File: src/design/lacl_pkg.sv
// Package for the load-adaptive coil current loop.
// Assumes an Avalon-MM slave with word addressing by byte address/4.
package lacl_pkg;
   // Register indices as printed; byte address is index times four
   localparam logic [7:0] IDX_FLOOR_HI = 8'h22;
   localparam logic [7:0] IDX_CONST_LO = 8'h23;
   localparam logic [7:0] IDX_BAND_UP = 8'h24;
   localparam logic [7:0] IDX_BAND_LO = 8'h25;
   localparam logic [7:0] IDX_KP = 8'h26;
   localparam logic [7:0] IDX_KD = 8'h27;
   localparam logic [7:0] IDX_CTRL = 8'h28;
   localparam logic [7:0] IDX_FLOOR = 8'h29;
   // Extra registers: count, ceiling, output readback
   localparam logic [7:0] IDX_CNT_LO = 8'h1f;
   localparam logic [7:0] IDX_CNT_HI = 8'h20;
   localparam logic [7:0] IDX_CEIL = 8'h2a;
   localparam logic [7:0] IDX_DAC = 8'h2e;
   // Reset values
   localparam logic [7:0] RST_FLOOR_HI = 8'h20;
   localparam logic [7:0] RST_ZERO = 8'h00;
   localparam logic [7:0] RST_CTRL = 8'h08;
   localparam logic [7:0] RST_FLOOR = 8'h0a;
   localparam logic [7:0] RST_CEIL = 8'hff;
   // Field positions
   localparam int LVL_MSB = 7;
   localparam int LVL_LSB = 3;
   localparam int LRN_HI_MSB = 2;
   localparam int KD_MSB = 3;
   localparam int EN_BIT = 7;
   localparam int TRIG_BIT = 6;
   localparam int HOLD_MSB = 5;
   localparam int HOLD_LSB = 3;
   localparam int AVG_MSB = 2;
   localparam int LVL_SHIFT = 3;
   // Averaging codes
   localparam logic [2:0] AVG_2 = 3'h2;
   localparam logic [2:0] AVG_4 = 3'h4;
   localparam logic [2:0] AVG_8 = 3'h7;
   // Learning dwell: each level is held for this count plus one half-cycles
   localparam logic [4:0] LRN_DWELL = 5'h08;
   typedef enum logic [1:0] {
      LS_IDLE = 2'b00,
      LS_LOW = 2'b01,
      LS_HIGH = 2'b10
   } lacl_lrn_e;
endpackage

File: src/design/lacl_top.sv
// Top of the load-adaptive coil current loop with its register file.
// Assumes halfCycle and loadRaw come from pins, sampled here.
//
// Decided for this implementation: the Avalon-MM interface to the registers.
`timescale 1ns/1ps
module lacl_top (
   // Clocking
   input wire logic clk,
   input wire logic rst,
   input wire logic ce,
   // Avalon-MM slave
   input wire logic [9:0] avs_address,
   input wire logic avs_read,
   input wire logic avs_write,
   input wire logic [31:0] avs_writedata,
   output logic [31:0] avs_readdata,
   output logic avs_waitrequest,
   // Motor side
   input wire logic halfCycle,
   input wire logic [10:0] loadRaw,
   output logic [7:0] currentRef,
   output logic learnBusy
);
   logic [7:0] floorHi_ff, bandUp_ff, bandLo_ff, kp_ff, kd_ff;
   logic [7:0] ctrl_ff, floor_ff, ceil_ff, dac_ff;
   logic [10:0] learned_ff;
   logic [10:0] cnt;
   logic [1:0] hcSync_ff;
   logic hcPrev_ff;
   logic [10:0] rawS1_ff, rawS2_ff;
   logic hcStb;
   logic ack_ff;
   logic [7:0] idx;
   logic wrHit;
   logic [2:0] hold_ff;
   logic [4:0] dwell_ff;
   lacl_pkg::lacl_lrn_e lrn_ff;
   logic lrnDone;
   logic apply_ff;
   logic signed [12:0] err;
   logic signed [12:0] corr;
   logic signed [13:0] nxt_dac;

   // Byte address to register index
   function automatic logic [7:0] regIdx(input logic [9:0] a);
      return a[9:2];
   endfunction

   assign idx = regIdx(avs_address);
   // Writes land on the edge where waitrequest is seen low
   assign wrHit = avs_write && ack_ff;

   // Pin inputs pass two flops before use
   always_ff @(posedge clk or posedge rst) begin
      if (rst) begin
         hcSync_ff <= 2'h0;
         hcPrev_ff <= 1'b0;
         rawS1_ff <= 11'h000;
         rawS2_ff <= 11'h000;
      end else if (ce) begin
         hcSync_ff <= {hcSync_ff[0], halfCycle};
         hcPrev_ff <= hcSync_ff[1];
         rawS1_ff <= loadRaw;
         rawS2_ff <= rawS1_ff;
      end
   end

   // Either edge marks a new electrical half-cycle
   assign hcStb = hcSync_ff[1] ^ hcPrev_ff;

   // One wait state: answer on second cycle of each request
   always_ff @(posedge clk or posedge rst) begin
      if (rst) begin
         ack_ff <= 1'b0;
      end else if (ce) begin
         ack_ff <= (avs_read || avs_write) && !ack_ff;
      end
   end

   always_ff @(posedge clk or posedge rst) begin
      if (rst) begin
         avs_waitrequest <= 1'b1;
      end else if (ce) begin
         avs_waitrequest <= !((avs_read || avs_write) && !ack_ff);
      end
   end

   // Plain configuration registers
   always_ff @(posedge clk or posedge rst) begin
      if (rst) begin
         floorHi_ff <= lacl_pkg::RST_FLOOR_HI;
         bandUp_ff <= lacl_pkg::RST_ZERO;
         bandLo_ff <= lacl_pkg::RST_ZERO;
         kp_ff <= lacl_pkg::RST_ZERO;
         kd_ff <= lacl_pkg::RST_ZERO;
         floor_ff <= lacl_pkg::RST_FLOOR;
         ceil_ff <= lacl_pkg::RST_CEIL;
      end else if (ce && wrHit) begin
         unique case (idx)
            lacl_pkg::IDX_FLOOR_HI: floorHi_ff <= avs_writedata[7:0];
            lacl_pkg::IDX_BAND_UP: bandUp_ff <= avs_writedata[7:0];
            lacl_pkg::IDX_BAND_LO: bandLo_ff <= avs_writedata[7:0];
            lacl_pkg::IDX_KP: kp_ff <= avs_writedata[7:0];
            // Reserved bits written but kept stored
            lacl_pkg::IDX_KD: kd_ff <= avs_writedata[7:0];
            lacl_pkg::IDX_FLOOR: floor_ff <= avs_writedata[7:0];
            lacl_pkg::IDX_CEIL: ceil_ff <= avs_writedata[7:0];
            default: ;
         endcase
      end
   end

   // Control: trigger set by software wins over completion clear
   always_ff @(posedge clk or posedge rst) begin
      if (rst) begin
         ctrl_ff <= lacl_pkg::RST_CTRL;
      end else if (ce) begin
         if (wrHit && idx == lacl_pkg::IDX_CTRL) begin
            ctrl_ff <= avs_writedata[7:0];
         end else if (lrnDone) begin
            ctrl_ff[lacl_pkg::TRIG_BIT] <= 1'b0;
         end
      end
   end

   // Learning: dwell at initial level, then at final, recording counts
   assign lrnDone = (lrn_ff == lacl_pkg::LS_HIGH) && hcStb &&
      dwell_ff == 5'h00;

   always_ff @(posedge clk or posedge rst) begin
      if (rst) begin
         lrn_ff <= lacl_pkg::LS_IDLE;
         dwell_ff <= 5'h00;
         learned_ff <= 11'h000;
      end else if (ce) begin
         // Software may preset the parameter; learning overwrites it
         if (wrHit && idx == lacl_pkg::IDX_FLOOR_HI) begin
            learned_ff[10:8] <= avs_writedata[2:0];
         end
         if (wrHit && idx == lacl_pkg::IDX_CONST_LO) begin
            learned_ff[7:0] <= avs_writedata[7:0];
         end
         unique case (lrn_ff)
            lacl_pkg::LS_IDLE: begin
               if (ctrl_ff[lacl_pkg::TRIG_BIT]) begin
                  lrn_ff <= lacl_pkg::LS_LOW;
                  dwell_ff <= lacl_pkg::LRN_DWELL;
               end
            end
            lacl_pkg::LS_LOW: begin
               if (hcStb) begin
                  if (dwell_ff == 5'h00) begin
                     lrn_ff <= lacl_pkg::LS_HIGH;
                     dwell_ff <= lacl_pkg::LRN_DWELL;
                  end else begin
                     dwell_ff <= dwell_ff - 5'h01;
                  end
               end
            end
            lacl_pkg::LS_HIGH: begin
               if (hcStb) begin
                  if (dwell_ff == 5'h00) begin
                     lrn_ff <= lacl_pkg::LS_IDLE;
                     learned_ff <= cnt;
                  end else begin
                     dwell_ff <= dwell_ff - 5'h01;
                  end
               end
            end
            default: lrn_ff <= lacl_pkg::LS_IDLE;
         endcase
      end
   end

   always_ff @(posedge clk or posedge rst) begin
      if (rst) begin
         learnBusy <= 1'b0;
      end else if (ce) begin
         learnBusy <= lrn_ff != lacl_pkg::LS_IDLE;
      end
   end

   lacl_avg u_avg (
      .clk(clk),
      .rst(rst),
      .ce(ce),
      .smpStb(hcStb),
      .smpIn(rawS2_ff),
      .depthCode(ctrl_ff[lacl_pkg::AVG_MSB:0]),
      .avgOut(cnt)
   );

   // Error from band edge; zero inside the band
   always_comb begin
      if (cnt > {3'h0, bandUp_ff}) begin
         err = 13'(cnt) - 13'(bandUp_ff);
      end else if (cnt < {3'h0, bandLo_ff}) begin
         err = 13'(cnt) - 13'(bandLo_ff);
      end else begin
         err = 13'h0000;
      end
   end

   // Hold counter: loop acts every N half-cycles
   always_ff @(posedge clk or posedge rst) begin
      if (rst) begin
         hold_ff <= 3'h1;
      end else if (ce && hcStb) begin
         if (hold_ff <= 3'h1) begin
            hold_ff <= ctrl_ff[lacl_pkg::HOLD_MSB:lacl_pkg::HOLD_LSB];
         end else begin
            hold_ff <= hold_ff - 3'h1;
         end
      end
   end

   // Correction lands once per loop step, and only outside the band
   always_ff @(posedge clk or posedge rst) begin
      if (rst) begin
         apply_ff <= 1'b0;
      end else if (ce) begin
         apply_ff <= hcStb && (hold_ff <= 3'h1) && err != 13'h0000;
      end
   end

   lacl_pd u_pd (
      .clk(clk),
      .rst(rst),
      .ce(ce),
      .stepStb(hcStb && hold_ff <= 3'h1),
      .err(err),
      .kp(kp_ff),
      .kd(kd_ff[lacl_pkg::KD_MSB:0]),
      .corr(corr)
   );

   // Reference: learn levels, clamp, or ceiling when disabled
   // Signed clamp: a deep cut lands on the floor, not the ceiling
   always_comb begin
      nxt_dac = 14'({6'h00, dac_ff});
      if (apply_ff) begin
         nxt_dac = nxt_dac + 14'(corr);
      end
      if (lrn_ff == lacl_pkg::LS_LOW) begin
         nxt_dac = 14'({floorHi_ff[lacl_pkg::LVL_MSB:lacl_pkg::LVL_LSB],
            3'h0});
      end else if (lrn_ff == lacl_pkg::LS_HIGH) begin
         nxt_dac = 14'(ceil_ff);
      end else if (nxt_dac > $signed({6'h00, ceil_ff})) begin
         nxt_dac = 14'(ceil_ff);
      end else if (nxt_dac < $signed({6'h00, floor_ff})) begin
         nxt_dac = 14'(floor_ff);
      end
   end

   always_ff @(posedge clk or posedge rst) begin
      if (rst) begin
         dac_ff <= lacl_pkg::RST_CEIL;
      end else if (ce) begin
         if (!ctrl_ff[lacl_pkg::EN_BIT] && lrn_ff == lacl_pkg::LS_IDLE) begin
            dac_ff <= ceil_ff;
         end else begin
            dac_ff <= nxt_dac[7:0];
         end
      end
   end

   assign currentRef = dac_ff;

   // Read mux, registered; unmapped reads zero
   always_ff @(posedge clk or posedge rst) begin
      if (rst) begin
         avs_readdata <= 32'h0000_0000;
      end else if (ce && avs_read && !ack_ff) begin
         unique case (idx)
            lacl_pkg::IDX_CNT_LO: avs_readdata <= {24'h0, cnt[7:0]};
            lacl_pkg::IDX_CNT_HI: avs_readdata <= {24'h0, cnt[10:8], 5'h00};
            lacl_pkg::IDX_FLOOR_HI: avs_readdata <= {24'h0,
               floorHi_ff[7:3], learned_ff[10:8]};
            lacl_pkg::IDX_CONST_LO: avs_readdata <= {24'h0, learned_ff[7:0]};
            lacl_pkg::IDX_BAND_UP: avs_readdata <= {24'h0, bandUp_ff};
            lacl_pkg::IDX_BAND_LO: avs_readdata <= {24'h0, bandLo_ff};
            lacl_pkg::IDX_KP: avs_readdata <= {24'h0, kp_ff};
            lacl_pkg::IDX_KD: avs_readdata <= {24'h0, kd_ff};
            lacl_pkg::IDX_CTRL: avs_readdata <= {24'h0, ctrl_ff};
            lacl_pkg::IDX_FLOOR: avs_readdata <= {24'h0, floor_ff};
            lacl_pkg::IDX_CEIL: avs_readdata <= {24'h0, ceil_ff};
            lacl_pkg::IDX_DAC: avs_readdata <= {24'h0, dac_ff};
            default: avs_readdata <= 32'h0000_0000;
         endcase
      end
   end
endmodule

File: src/design/lacl_avg.sv
// Moving average of the raw load count over 1, 2, 4 or 8 half-cycles.
// Assumes one sample strobe per electrical half-cycle.
`timescale 1ns/1ps
module lacl_avg (
   // Clocking
   input wire logic clk,
   input wire logic rst,
   input wire logic ce,
   // Samples
   input wire logic smpStb,
   input wire logic [10:0] smpIn,
   input wire logic [2:0] depthCode,
   // Result
   output logic [10:0] avgOut
);
   logic [10:0] hist_ff [8];
   logic [13:0] sum;
   logic [2:0] shift;

   always_ff @(posedge clk or posedge rst) begin
      if (rst) begin
         for (int i = 0; i < 8; i++) begin
            hist_ff[i] <= 11'h000;
         end
      end else if (ce && smpStb) begin
         hist_ff[0] <= smpIn;
         for (int i = 1; i < 8; i++) begin
            hist_ff[i] <= hist_ff[i-1];
         end
      end
   end

   // Depth decode: unlisted codes give no averaging
   always_comb begin
      unique case (depthCode)
         lacl_pkg::AVG_2: shift = 3'h1;
         lacl_pkg::AVG_4: shift = 3'h2;
         lacl_pkg::AVG_8: shift = 3'h3;
         default: shift = 3'h0;
      endcase
      sum = 14'h0000;
      for (int i = 0; i < 8; i++) begin
         if (i < (1 << shift)) begin
            sum = sum + {3'h0, hist_ff[i]};
         end
      end
   end

   always_ff @(posedge clk or posedge rst) begin
      if (rst) begin
         avgOut <= 11'h000;
      end else if (ce) begin
         avgOut <= 11'(sum >> shift);
      end
   end
endmodule

File: src/design/lacl_pd.sv
// PD correction step for the coil current reference.
// Assumes error and its change are signed, scaled down by 16.
`timescale 1ns/1ps
module lacl_pd (
   // Clocking
   input wire logic clk,
   input wire logic rst,
   input wire logic ce,
   // Loop inputs
   input wire logic stepStb,
   input wire logic signed [12:0] err,
   input wire logic [7:0] kp,
   input wire logic [3:0] kd,
   // Correction
   output logic signed [12:0] corr
);
   logic signed [12:0] prevErr_ff;
   logic signed [13:0] dErr;
   logic signed [25:0] acc;
   logic signed [21:0] scaled;
   logic signed [12:0] sat;

   // Saturate rather than wrap: a wrapped sign would flip the step
   always_comb begin
      dErr = 14'(err) - 14'(prevErr_ff);
      acc = 26'(err) * $signed({1'b0, kp}) + 26'(dErr) * $signed({1'b0, kd});
      scaled = 22'(acc >>> 4);
      if (scaled > 22'sh000fff) begin
         sat = 13'sh0fff;
      end else if (scaled < 22'sh3ff000) begin
         sat = 13'sh1000;
      end else begin
         sat = 13'(scaled);
      end
   end

   always_ff @(posedge clk or posedge rst) begin
      if (rst) begin
         prevErr_ff <= 13'h0000;
         corr <= 13'h0000;
      end else if (ce && stepStb) begin
         prevErr_ff <= err;
         corr <= sat;
      end
   end
endmodule

File: config.mk
export PLATFORM = sky130hd
export DESIGN_NAME = lacl_top
export DESIGN_NICKNAME = d
export VERILOG_FILES = /design/src/design/lacl_pkg.sv /design/src/design/lacl_top.sv /design/src/design/lacl_avg.sv /design/src/design/lacl_pd.sv
export SDC_FILE = /design/constraint.sdc
export NUM_CORES = 1
export LEC_CHECK = 0
export BUFFER_PORTS_ARGS = -buffer_cell sky130_fd_sc_hd__buf_2
export CORE_UTILIZATION = 30
export DETAILED_ROUTE_END_ITERATION = 8
export HOLD_SLACK_MARGIN = 0.12
export PLACE_DENSITY_LB_ADDON = 0.1
export SYNTH_ARGS = -nofsm -noshare
export SYNTH_HDL_FRONTEND = slang
export SYNTH_SLANG_ARGS = --single-unit
File: constraint.sdc
create_clock -name clk -period 11 [get_ports clk]
set_input_delay 0 -clock clk [delete_from_list [all_inputs] [get_ports clk]]
set_output_delay 0 -clock clk [all_outputs]
set_load 0.03 [all_outputs]
# Word-level counts from Yosys, hierarchy flattened
# Index checks and enable logic that the tools add are counted.
[classes]
add_sub_neg = 14
mul = 2
magnitude_cmp = 15
eq_ne = 23
n_shift = 2
muxes = 40
bitwise_logic = 1
n_reduce_logical = 36
[op_table]
columns = ["op", "count"]
rows = [
  ["4-bit by 32-bit < comparator with 1-bit output (first input constant)", 4],
  ["14-bit 2-to-1 mux", 8],
  ["8-bit case mux with 12 select lines", 1],
  ["8-bit by 6-bit == test with 1-bit output (second input constant)", 11],
  ["14-bit by 11-bit adder with 14-bit output", 6],
  ["3-bit by 32-bit < comparator with 1-bit output (first input constant)", 2],
  ["13-bit 2-to-1 mux", 4],
  ["8-bit 2-to-1 mux", 6],
  ["11-bit 2-to-1 mux", 4],
  ["1-bit by 32-bit < comparator with 1-bit output (first input constant)", 1],
  ["2-bit by 32-bit < comparator with 1-bit output (first input constant)", 1],
  ["1-bit by 2-bit << shifter with 32-bit output (first input constant)", 1],
  ["26-bit adder", 1],
  ["5-bit 2-to-1 mux", 5],
  ["11-bit by 8-bit subtractor with 12-bit output", 2],
  ["22-bit by 13-bit > comparator with 1-bit output (second input constant)", 1],
  ["22-bit by 13-bit < comparator with 1-bit output (second input constant)", 1],
  ["13-bit by 9-bit multiplier with 22-bit output", 1],
  ["14-bit by 5-bit multiplier with 19-bit output", 1],
  ["2-bit AND reduction", 9],
  ["1-bit logical AND", 15],
  ["5-bit case mux with 3 select lines", 1],
  ["9-bit by 13-bit adder with 14-bit output", 1],
  ["14-bit by 9-bit > comparator with 1-bit output", 1],
  ["28 further kinds", 45],
]
[word_totals]
register_bits = 279
in_bits = 59
output_inout_bits = 42
word_cells = 167

# Logic depth before layout (Yosys ltp)
[logic_depth]
word_depth = 20
ltp_mapped = 49
ltp_nobuf = 48

# Cells and area by module
# Synthesis repeated with hierarchy kept, for this count alone.
[hier_totals]
cells_unflattened = 2666
hier_area_um2 = 24863.8
[by_module_without_submodules]
columns = ["mod", "n_inst", "cells_per_inst", "area_each_um2", "seq_area_each_um2"]
rows = [
  ["lacl_avg", 1, 913, 8488.1, 2477.4],
  ["lacl_top", 1, 858, 8391.8, 3205.6],
  ["lacl_pd", 1, 895, 7983.9, 650.6],
]

# Worst setup path after synthesis
# No wires, ideal clock.
[synth_path]
path_type = "register to register"
from = "register u_avg.avgOut[0]"
to = "register u_pd.corr[10]"
setup_time_ps = 132
t_arrival_ps = 9355
required_time_ps = 10868
setup_slack_ps = 1513
stages_incl_launch_ff = 49
n_path_buf = 3
period_less_slack_ps = 9487
cell_sequence = "dfrtp_1 inv_1 ha_1 fa_1 nand2b_1 a21boi_0 o21ai_0 a21bo_2 and2_1 clkbuf_1 nand2_1 o22a_1 inv_1 ha_1 nor2b_1 o21ai_0 a21boi_0 o21ai_0 (+13 left out) ha_1 and3_1 a211o_1 a21oi_1 xnor2_1 ha_1 clkbuf_1 and4_1 nand3_1 or2_2 a31oi_1 a2111o_1 o31ai_1 nor4_1 a211oi_1 nor2_1 buf_2 a21oi_1"
[synth_between]
elab_chain_cells = 9
word_cells_on_any_way = 14
cone_classes = "add/sub: 4; mul: 2; order compare: 4; mux: 4"
[synth_rtl]
columns = ["item", "line", "source"]
rows = [
  ["from (decl)", "lacl_avg.sv:14", "output logic [10:0] avgOut"],
  ["from (signal assigned)", "lacl_avg.sv:53", "avgOut <= 11'(sum >> shift);"],
  ["11-bit by 8-bit subtractor with 12-bit output / 11-bit by 8-bit < comparator with 1-bit output (equally long branches)", "lacl_top.sv:198, lacl_top.sv:197", ""],
  ["13-bit 2-to-1 mux", "lacl_top.sv:197", "end else if (cnt < {3'h0, bandLo_ff}) begin"],
  ["13-bit 2-to-1 mux (*)", "lacl_top.sv:195", "if (cnt > {3'h0, bandUp_ff}) begin"],
  ["named net err[1]", "lacl_top.sv:40", "logic signed [12:0] err;"],
  ["13-bit by 13-bit subtractor with 14-bit output", "lacl_pd.sv:25", "dErr = 14'(err) - 14'(prevErr_ff);"],
  ["14-bit by 5-bit multiplier with 19-bit output", "lacl_pd.sv:26", "acc = 26'(err) * $signed({1'b0, kp}) + 26'(dErr) * $signed({1'b0, kd});"],
  ["26-bit adder (*)", "lacl_pd.sv:26", ""],
  ["22-bit by 13-bit < comparator with 1-bit output", "lacl_pd.sv:30", "end else if (scaled < 22'sh3ff000) begin"],
  ["13-bit 2-to-1 mux", "lacl_pd.sv:30", ""],
  ["13-bit 2-to-1 mux (*)", "lacl_pd.sv:28", "if (scaled > 22'sh000fff) begin"],
  ["to (signal assigned)", "lacl_pd.sv:43", "corr <= sat;"],
  ["to (decl)", "lacl_pd.sv:15", "output logic signed [12:0] corr"],
]
# Mark *: on every way through the listed nets, which the timed path passes. The rest lies on a longest branch.
# A chain may end at the register's enable or synchronous reset.

# Worst setup path in the final report
[layout_path]
from = "register u_avg.avgOut[0]"
to = "register u_pd.corr[1]"
[layout_between]
elab_chain_cells = 9
word_cells_on_any_way = 14
cone_classes = "add/sub: 4; mul: 2; order compare: 4; mux: 4"
[layout_rtl]
columns = ["item", "line"]
rows = [
  ["11-bit by 8-bit subtractor with 12-bit output / 11-bit by 8-bit < comparator with 1-bit output (equally long branches)", "lacl_top.sv:198, lacl_top.sv:197"],
  ["13-bit 2-to-1 mux", "lacl_top.sv:197"],
  ["13-bit 2-to-1 mux (*)", "lacl_top.sv:195"],
  ["13-bit by 13-bit subtractor with 14-bit output", "lacl_pd.sv:25"],
  ["14-bit by 5-bit multiplier with 19-bit output", "lacl_pd.sv:26"],
  ["26-bit adder (*)", "lacl_pd.sv:26"],
  ["22-bit by 13-bit < comparator with 1-bit output", "lacl_pd.sv:30"],
  ["13-bit 2-to-1 mux", "lacl_pd.sv:30"],
  ["13-bit 2-to-1 mux (*)", "lacl_pd.sv:28"],
]
# Mark *: on every way between the ends. The rest lies on a longest branch, timed or not.

==> impl_metrics.ini <==
[logic_synthesis]
synth.yosys.warnings = 0
synth.yosys.seq_area_share_pct = 26.2
post_synth_main_area_contributors = sky130_fd_sc_hd__dfrtp_1 24%, sky130_fd_sc_hd__ha_1 12%, sky130_fd_sc_hd__fa_1 10%
ys_types = 86
ys.flop_type = sky130_fd_sc_hd__dfrtp_1
synthCells = 2826
asyncSetResetFlopFracSynth_pct = 100
synth-seq-cells = 251
post-synth-top-area-fraction_pct = 23.8
post_synth_instance_area_sq_um = 24100
syn-mean-instance-area_sq_um = 8.52
number_of_enable_flip_flop_cells_after_synthesis = 0
synth.largest_area_cell = sky130_fd_sc_hd__dfrtp_1

[floorplanning]
die_area_sq_um = 81400
die_x_um = 285
floorplan.core_area_sq_um = 79300
placement_rows = 103
design.portCount = 101
floorplan.initialDensity_pct = 30.4
die_h_um = 285

[detailed_routing]
violation_count_after_the_first_detailed_route_iteration = 1103
drc = 0
drt_pass1_iterations = 5
route.detailed.vias_per_inst = 5.00
dr_total_vias = 19800
wire_per_inst_um = 18.3
final_antenna_net_count = 0
routed_wl_um = 72300

[final_layout]
n_antenna_cell = 0
most-common-layout-cells = 494 x sky130_fd_sc_hd__nand2_1, 283 x sky130_fd_sc_hd__inv_1, 238 x sky130_fd_sc_hd__ha_1
synthToLayoutAreaGrowth_pct = 12.2
multi_input_comb_area_sq_um = 16300
most_common_library_cell_in_the_layout_ignoring_fill_and_taps = sky130_fd_sc_hd__nand2_1
layout-drive-gt1-share_pct = 11.2
num-nets-final = 3298
final_design_area_no_fill_sq_um = 27000
total_area_of_sequential_cells_sq_um = 6310
n_fill_cell = 8361

[worst_setup_path]
max_stage_delay_ps = 540
crit_required_ps = 11470
critPathArrivalTime_ps = 10620
setup.worst_path.end_class = flip-flop
timing.critical_path.fanout_max = 12
crit_path_frequent_cell = sky130_fd_sc_hd__o21ai_0
cp-start-kind = flip-flop
timing.reg2reg.setup_slack_ps = 860
timing_worst_setup_path_type = flip-flop to flip-flop
endpoint = u_pd.corr[1]$_DFFE_PP0P_
slowest_stage = sky130_fd_sc_hd__fa_1
timing.reg2reg.worst_path_depth = 44
timing.critical_path.from = u_avg.avgOut[0]$_DFFE_PP0P_
r2r-end = u_pd.corr[1]$_DFFE_PP0P_
critical_path.reg2reg.startpoint = u_avg.avgOut[0]$_DFFE_PP0P_

[clock_tree]
htree_levels = 2
clock_latency_reported_for_the_late_side_of_the_worst_skew_pair_ps = 570
clock_sinks = 251
tritoncts.num_buffers = 35
cts.path.max_buffers = 3
cts.clk_slew.worst_paths_ps = 60
master_cell_of_the_clock_root_buffer = sky130_fd_sc_hd__clkbuf_16
cts_tree = built

[sta]
finalSetupViolCount = 0
timing.setup.tns_ps = 0
max-slew-margin-rel_pct = 14.3
worst_slack_ps = 858
finalHoldViolCount = 0
final_count_of_pins_violating_max_slew = 0
fmax_mhz = 98.6
worst_margin_pin_slew_ps = 1280
clock-skew-final_ps = 30.2
post-route-min-period_ps = 10140
rsz0062_at_grt = no
final.period_utilization_pct = 92.2

[grt]
first_global_vias = 20500
grt_start_max_net_pins = 148
grt_first_pass_wirelength_um = 115000
overflow = 0
grt_antenna_before_repair = 2
gr-usage-all-layers_pct = 17.8

[power]
vdd_drop_max_v = 0.000130
pwr_density_cell_nw_per_um2 = 232
leakage_nw = 13.3
total_power_mw = 6.26

[placement]
port_buffers = 50
place_hpwl_um = 55100
dpl-instance-area_sq_um = 25500
gpl.final_weighted_congestion = 0.870
worst_case_setup_slack_after_placement_ps = 38.4

[job]
max_cap_viol_count = 0

[worst_hold_path]
worstHoldPathType = input pin to asynchronous set/reset pin

[outcome]
run_status = finished, final reports clean
## metrics by stage
stage / std cells / hold WS [ps] / util [%]
floorplan: 2849 / 151 / -
global placement: 3864 / 208 / 32.1
detailed placement: 3864 / 211 / 32.1
CTS: 3955 / 140 / 34.0
global route: 3958 / 185 / 34.1
finish: 3958 / 57.4 / 34.1
## worst max-delay path, delay by kind of cell, from the launching register on
family | cells | cell delay, ps
AOI/OAI and AO/OA | 20 | 3840
xor gates and xnor gates | 2 | 460
adders and majority gates | 8 | 3100
buffers and inverters | 4 | 320
DFF | 1 | 370
and+or+nand+nor | 10 | 1960
## power by group
group	internal, mW	switching, mW
Sequential	1.20	0.264
Clock	0.695	0.480
Combinational	1.41	2.21
Total	3.30	2.96
## area by class of cell
| class | count | share of cell area [%] |
|---|---|---|
| Sequential cell | 251 | 23.4 |
| Clock buffer | 51 | 3.76 |
| Inverter | 286 | 4.00 |
| Tap cell | 1050 | 4.87 |
| Multi-Input combinational cell | 2193 | 60.4 |
| Timing Repair Buffer | 114 | 3.06 |
| Clock inverter | 13 | 0.579 |
## cells in the mapped netlist, types with 20 or more instances
master / number
sky130_fd_sc_hd__nor3_1: 27
sky130_fd_sc_hd__o22ai_1: 20
sky130_fd_sc_hd__buf_4: 26
sky130_fd_sc_hd__a31oi_1: 20
sky130_fd_sc_hd__nand3_1: 24
sky130_fd_sc_hd__nand2_1: 496
sky130_fd_sc_hd__dfrtp_1: 229
sky130_fd_sc_hd__xor2_1: 40
sky130_fd_sc_hd__xnor2_1: 96
sky130_fd_sc_hd__dfstp_2: 22
sky130_fd_sc_hd__nor2_1: 154
sky130_fd_sc_hd__inv_1: 285
sky130_fd_sc_hd__nor2b_1: 42
sky130_fd_sc_hd__o21bai_1: 29
sky130_fd_sc_hd__a21oi_1: 145
sky130_fd_sc_hd__o21ai_0: 164
sky130_fd_sc_hd__nand2b_1: 30
sky130_fd_sc_hd__a211oi_1: 20
sky130_fd_sc_hd__fa_1: 120
sky130_fd_sc_hd__and2_1: 92
sky130_fd_sc_hd__mux2_2: 99
sky130_fd_sc_hd__clkbuf_1: 78
sky130_fd_sc_hd__ha_1: 238
sky130_fd_sc_hd__a21o_1: 54
## worst min path at each step
stage	startpoint	cells past startpoint	endpoint	slack (ps)
floorplan	avs_writedata[3]	1	bandLo_ff[3]$_DFFE_PP0P_	150
global placement	rst	2	dwell_ff[0]$_DFFE_PP0P_	210
detailed placement	rst	2	dwell_ff[0]$_DFFE_PP0P_	210
finish	rst	3	dwell_ff[2]$_DFFE_PP0P_	60
global route	rst	3	dwell_ff[0]$_DFFE_PP0P_	180
CTS	avs_address[5]	6	avs_readdata[6]$_DFFE_PP0P_	140
## sequential cells by signal, summed over array words and instances, names as in the netlist, 11 cells and up
name / flops
learned_ff: 11
rawS1_ff: 11
rawS2_ff: 11
u_avg.avgOut: 11
u_avg.hist_ff: 88
u_pd.corr: 13
u_pd.prevErr_ff: 12
## logic make-up after synthesis
kind of cell	share of synthesized area [%]
simple gates	17.6
xor+xnor	5.11
compound gates	16.6
fa+ha+maj	22.3
other cells	0.0156
mux	5.34
flops	26.2
buf+inv	6.77
## what timing repair did
action                     4_1_cts  5_1_grt
hold buffers                    27        0
pin swaps                        0        2
setup endpoints to repair       12       13
setup buffers                    0        3
resized for setup                2       22
hold endpoints to repair       203        0
## layer usage
| metal | share of wire [%] | global-route usage, % | wire (um) | vias up |
|---|---|---|---|---|
| li1 | - | - | - | 9636 |
| met1 | 47 | 23.8 | 34300 | 9828 |
| met2 | 48 | 31.0 | 35100 | 257 |
| met3 | 2.8 | 1.84 | 2020 | 51 |
| met4 | 1.3 | 3.24 | 955 | 0 |
| met5 | 0 | 0 | 0 | - |
No activity file was read; power rests on OpenSTA's default activity.
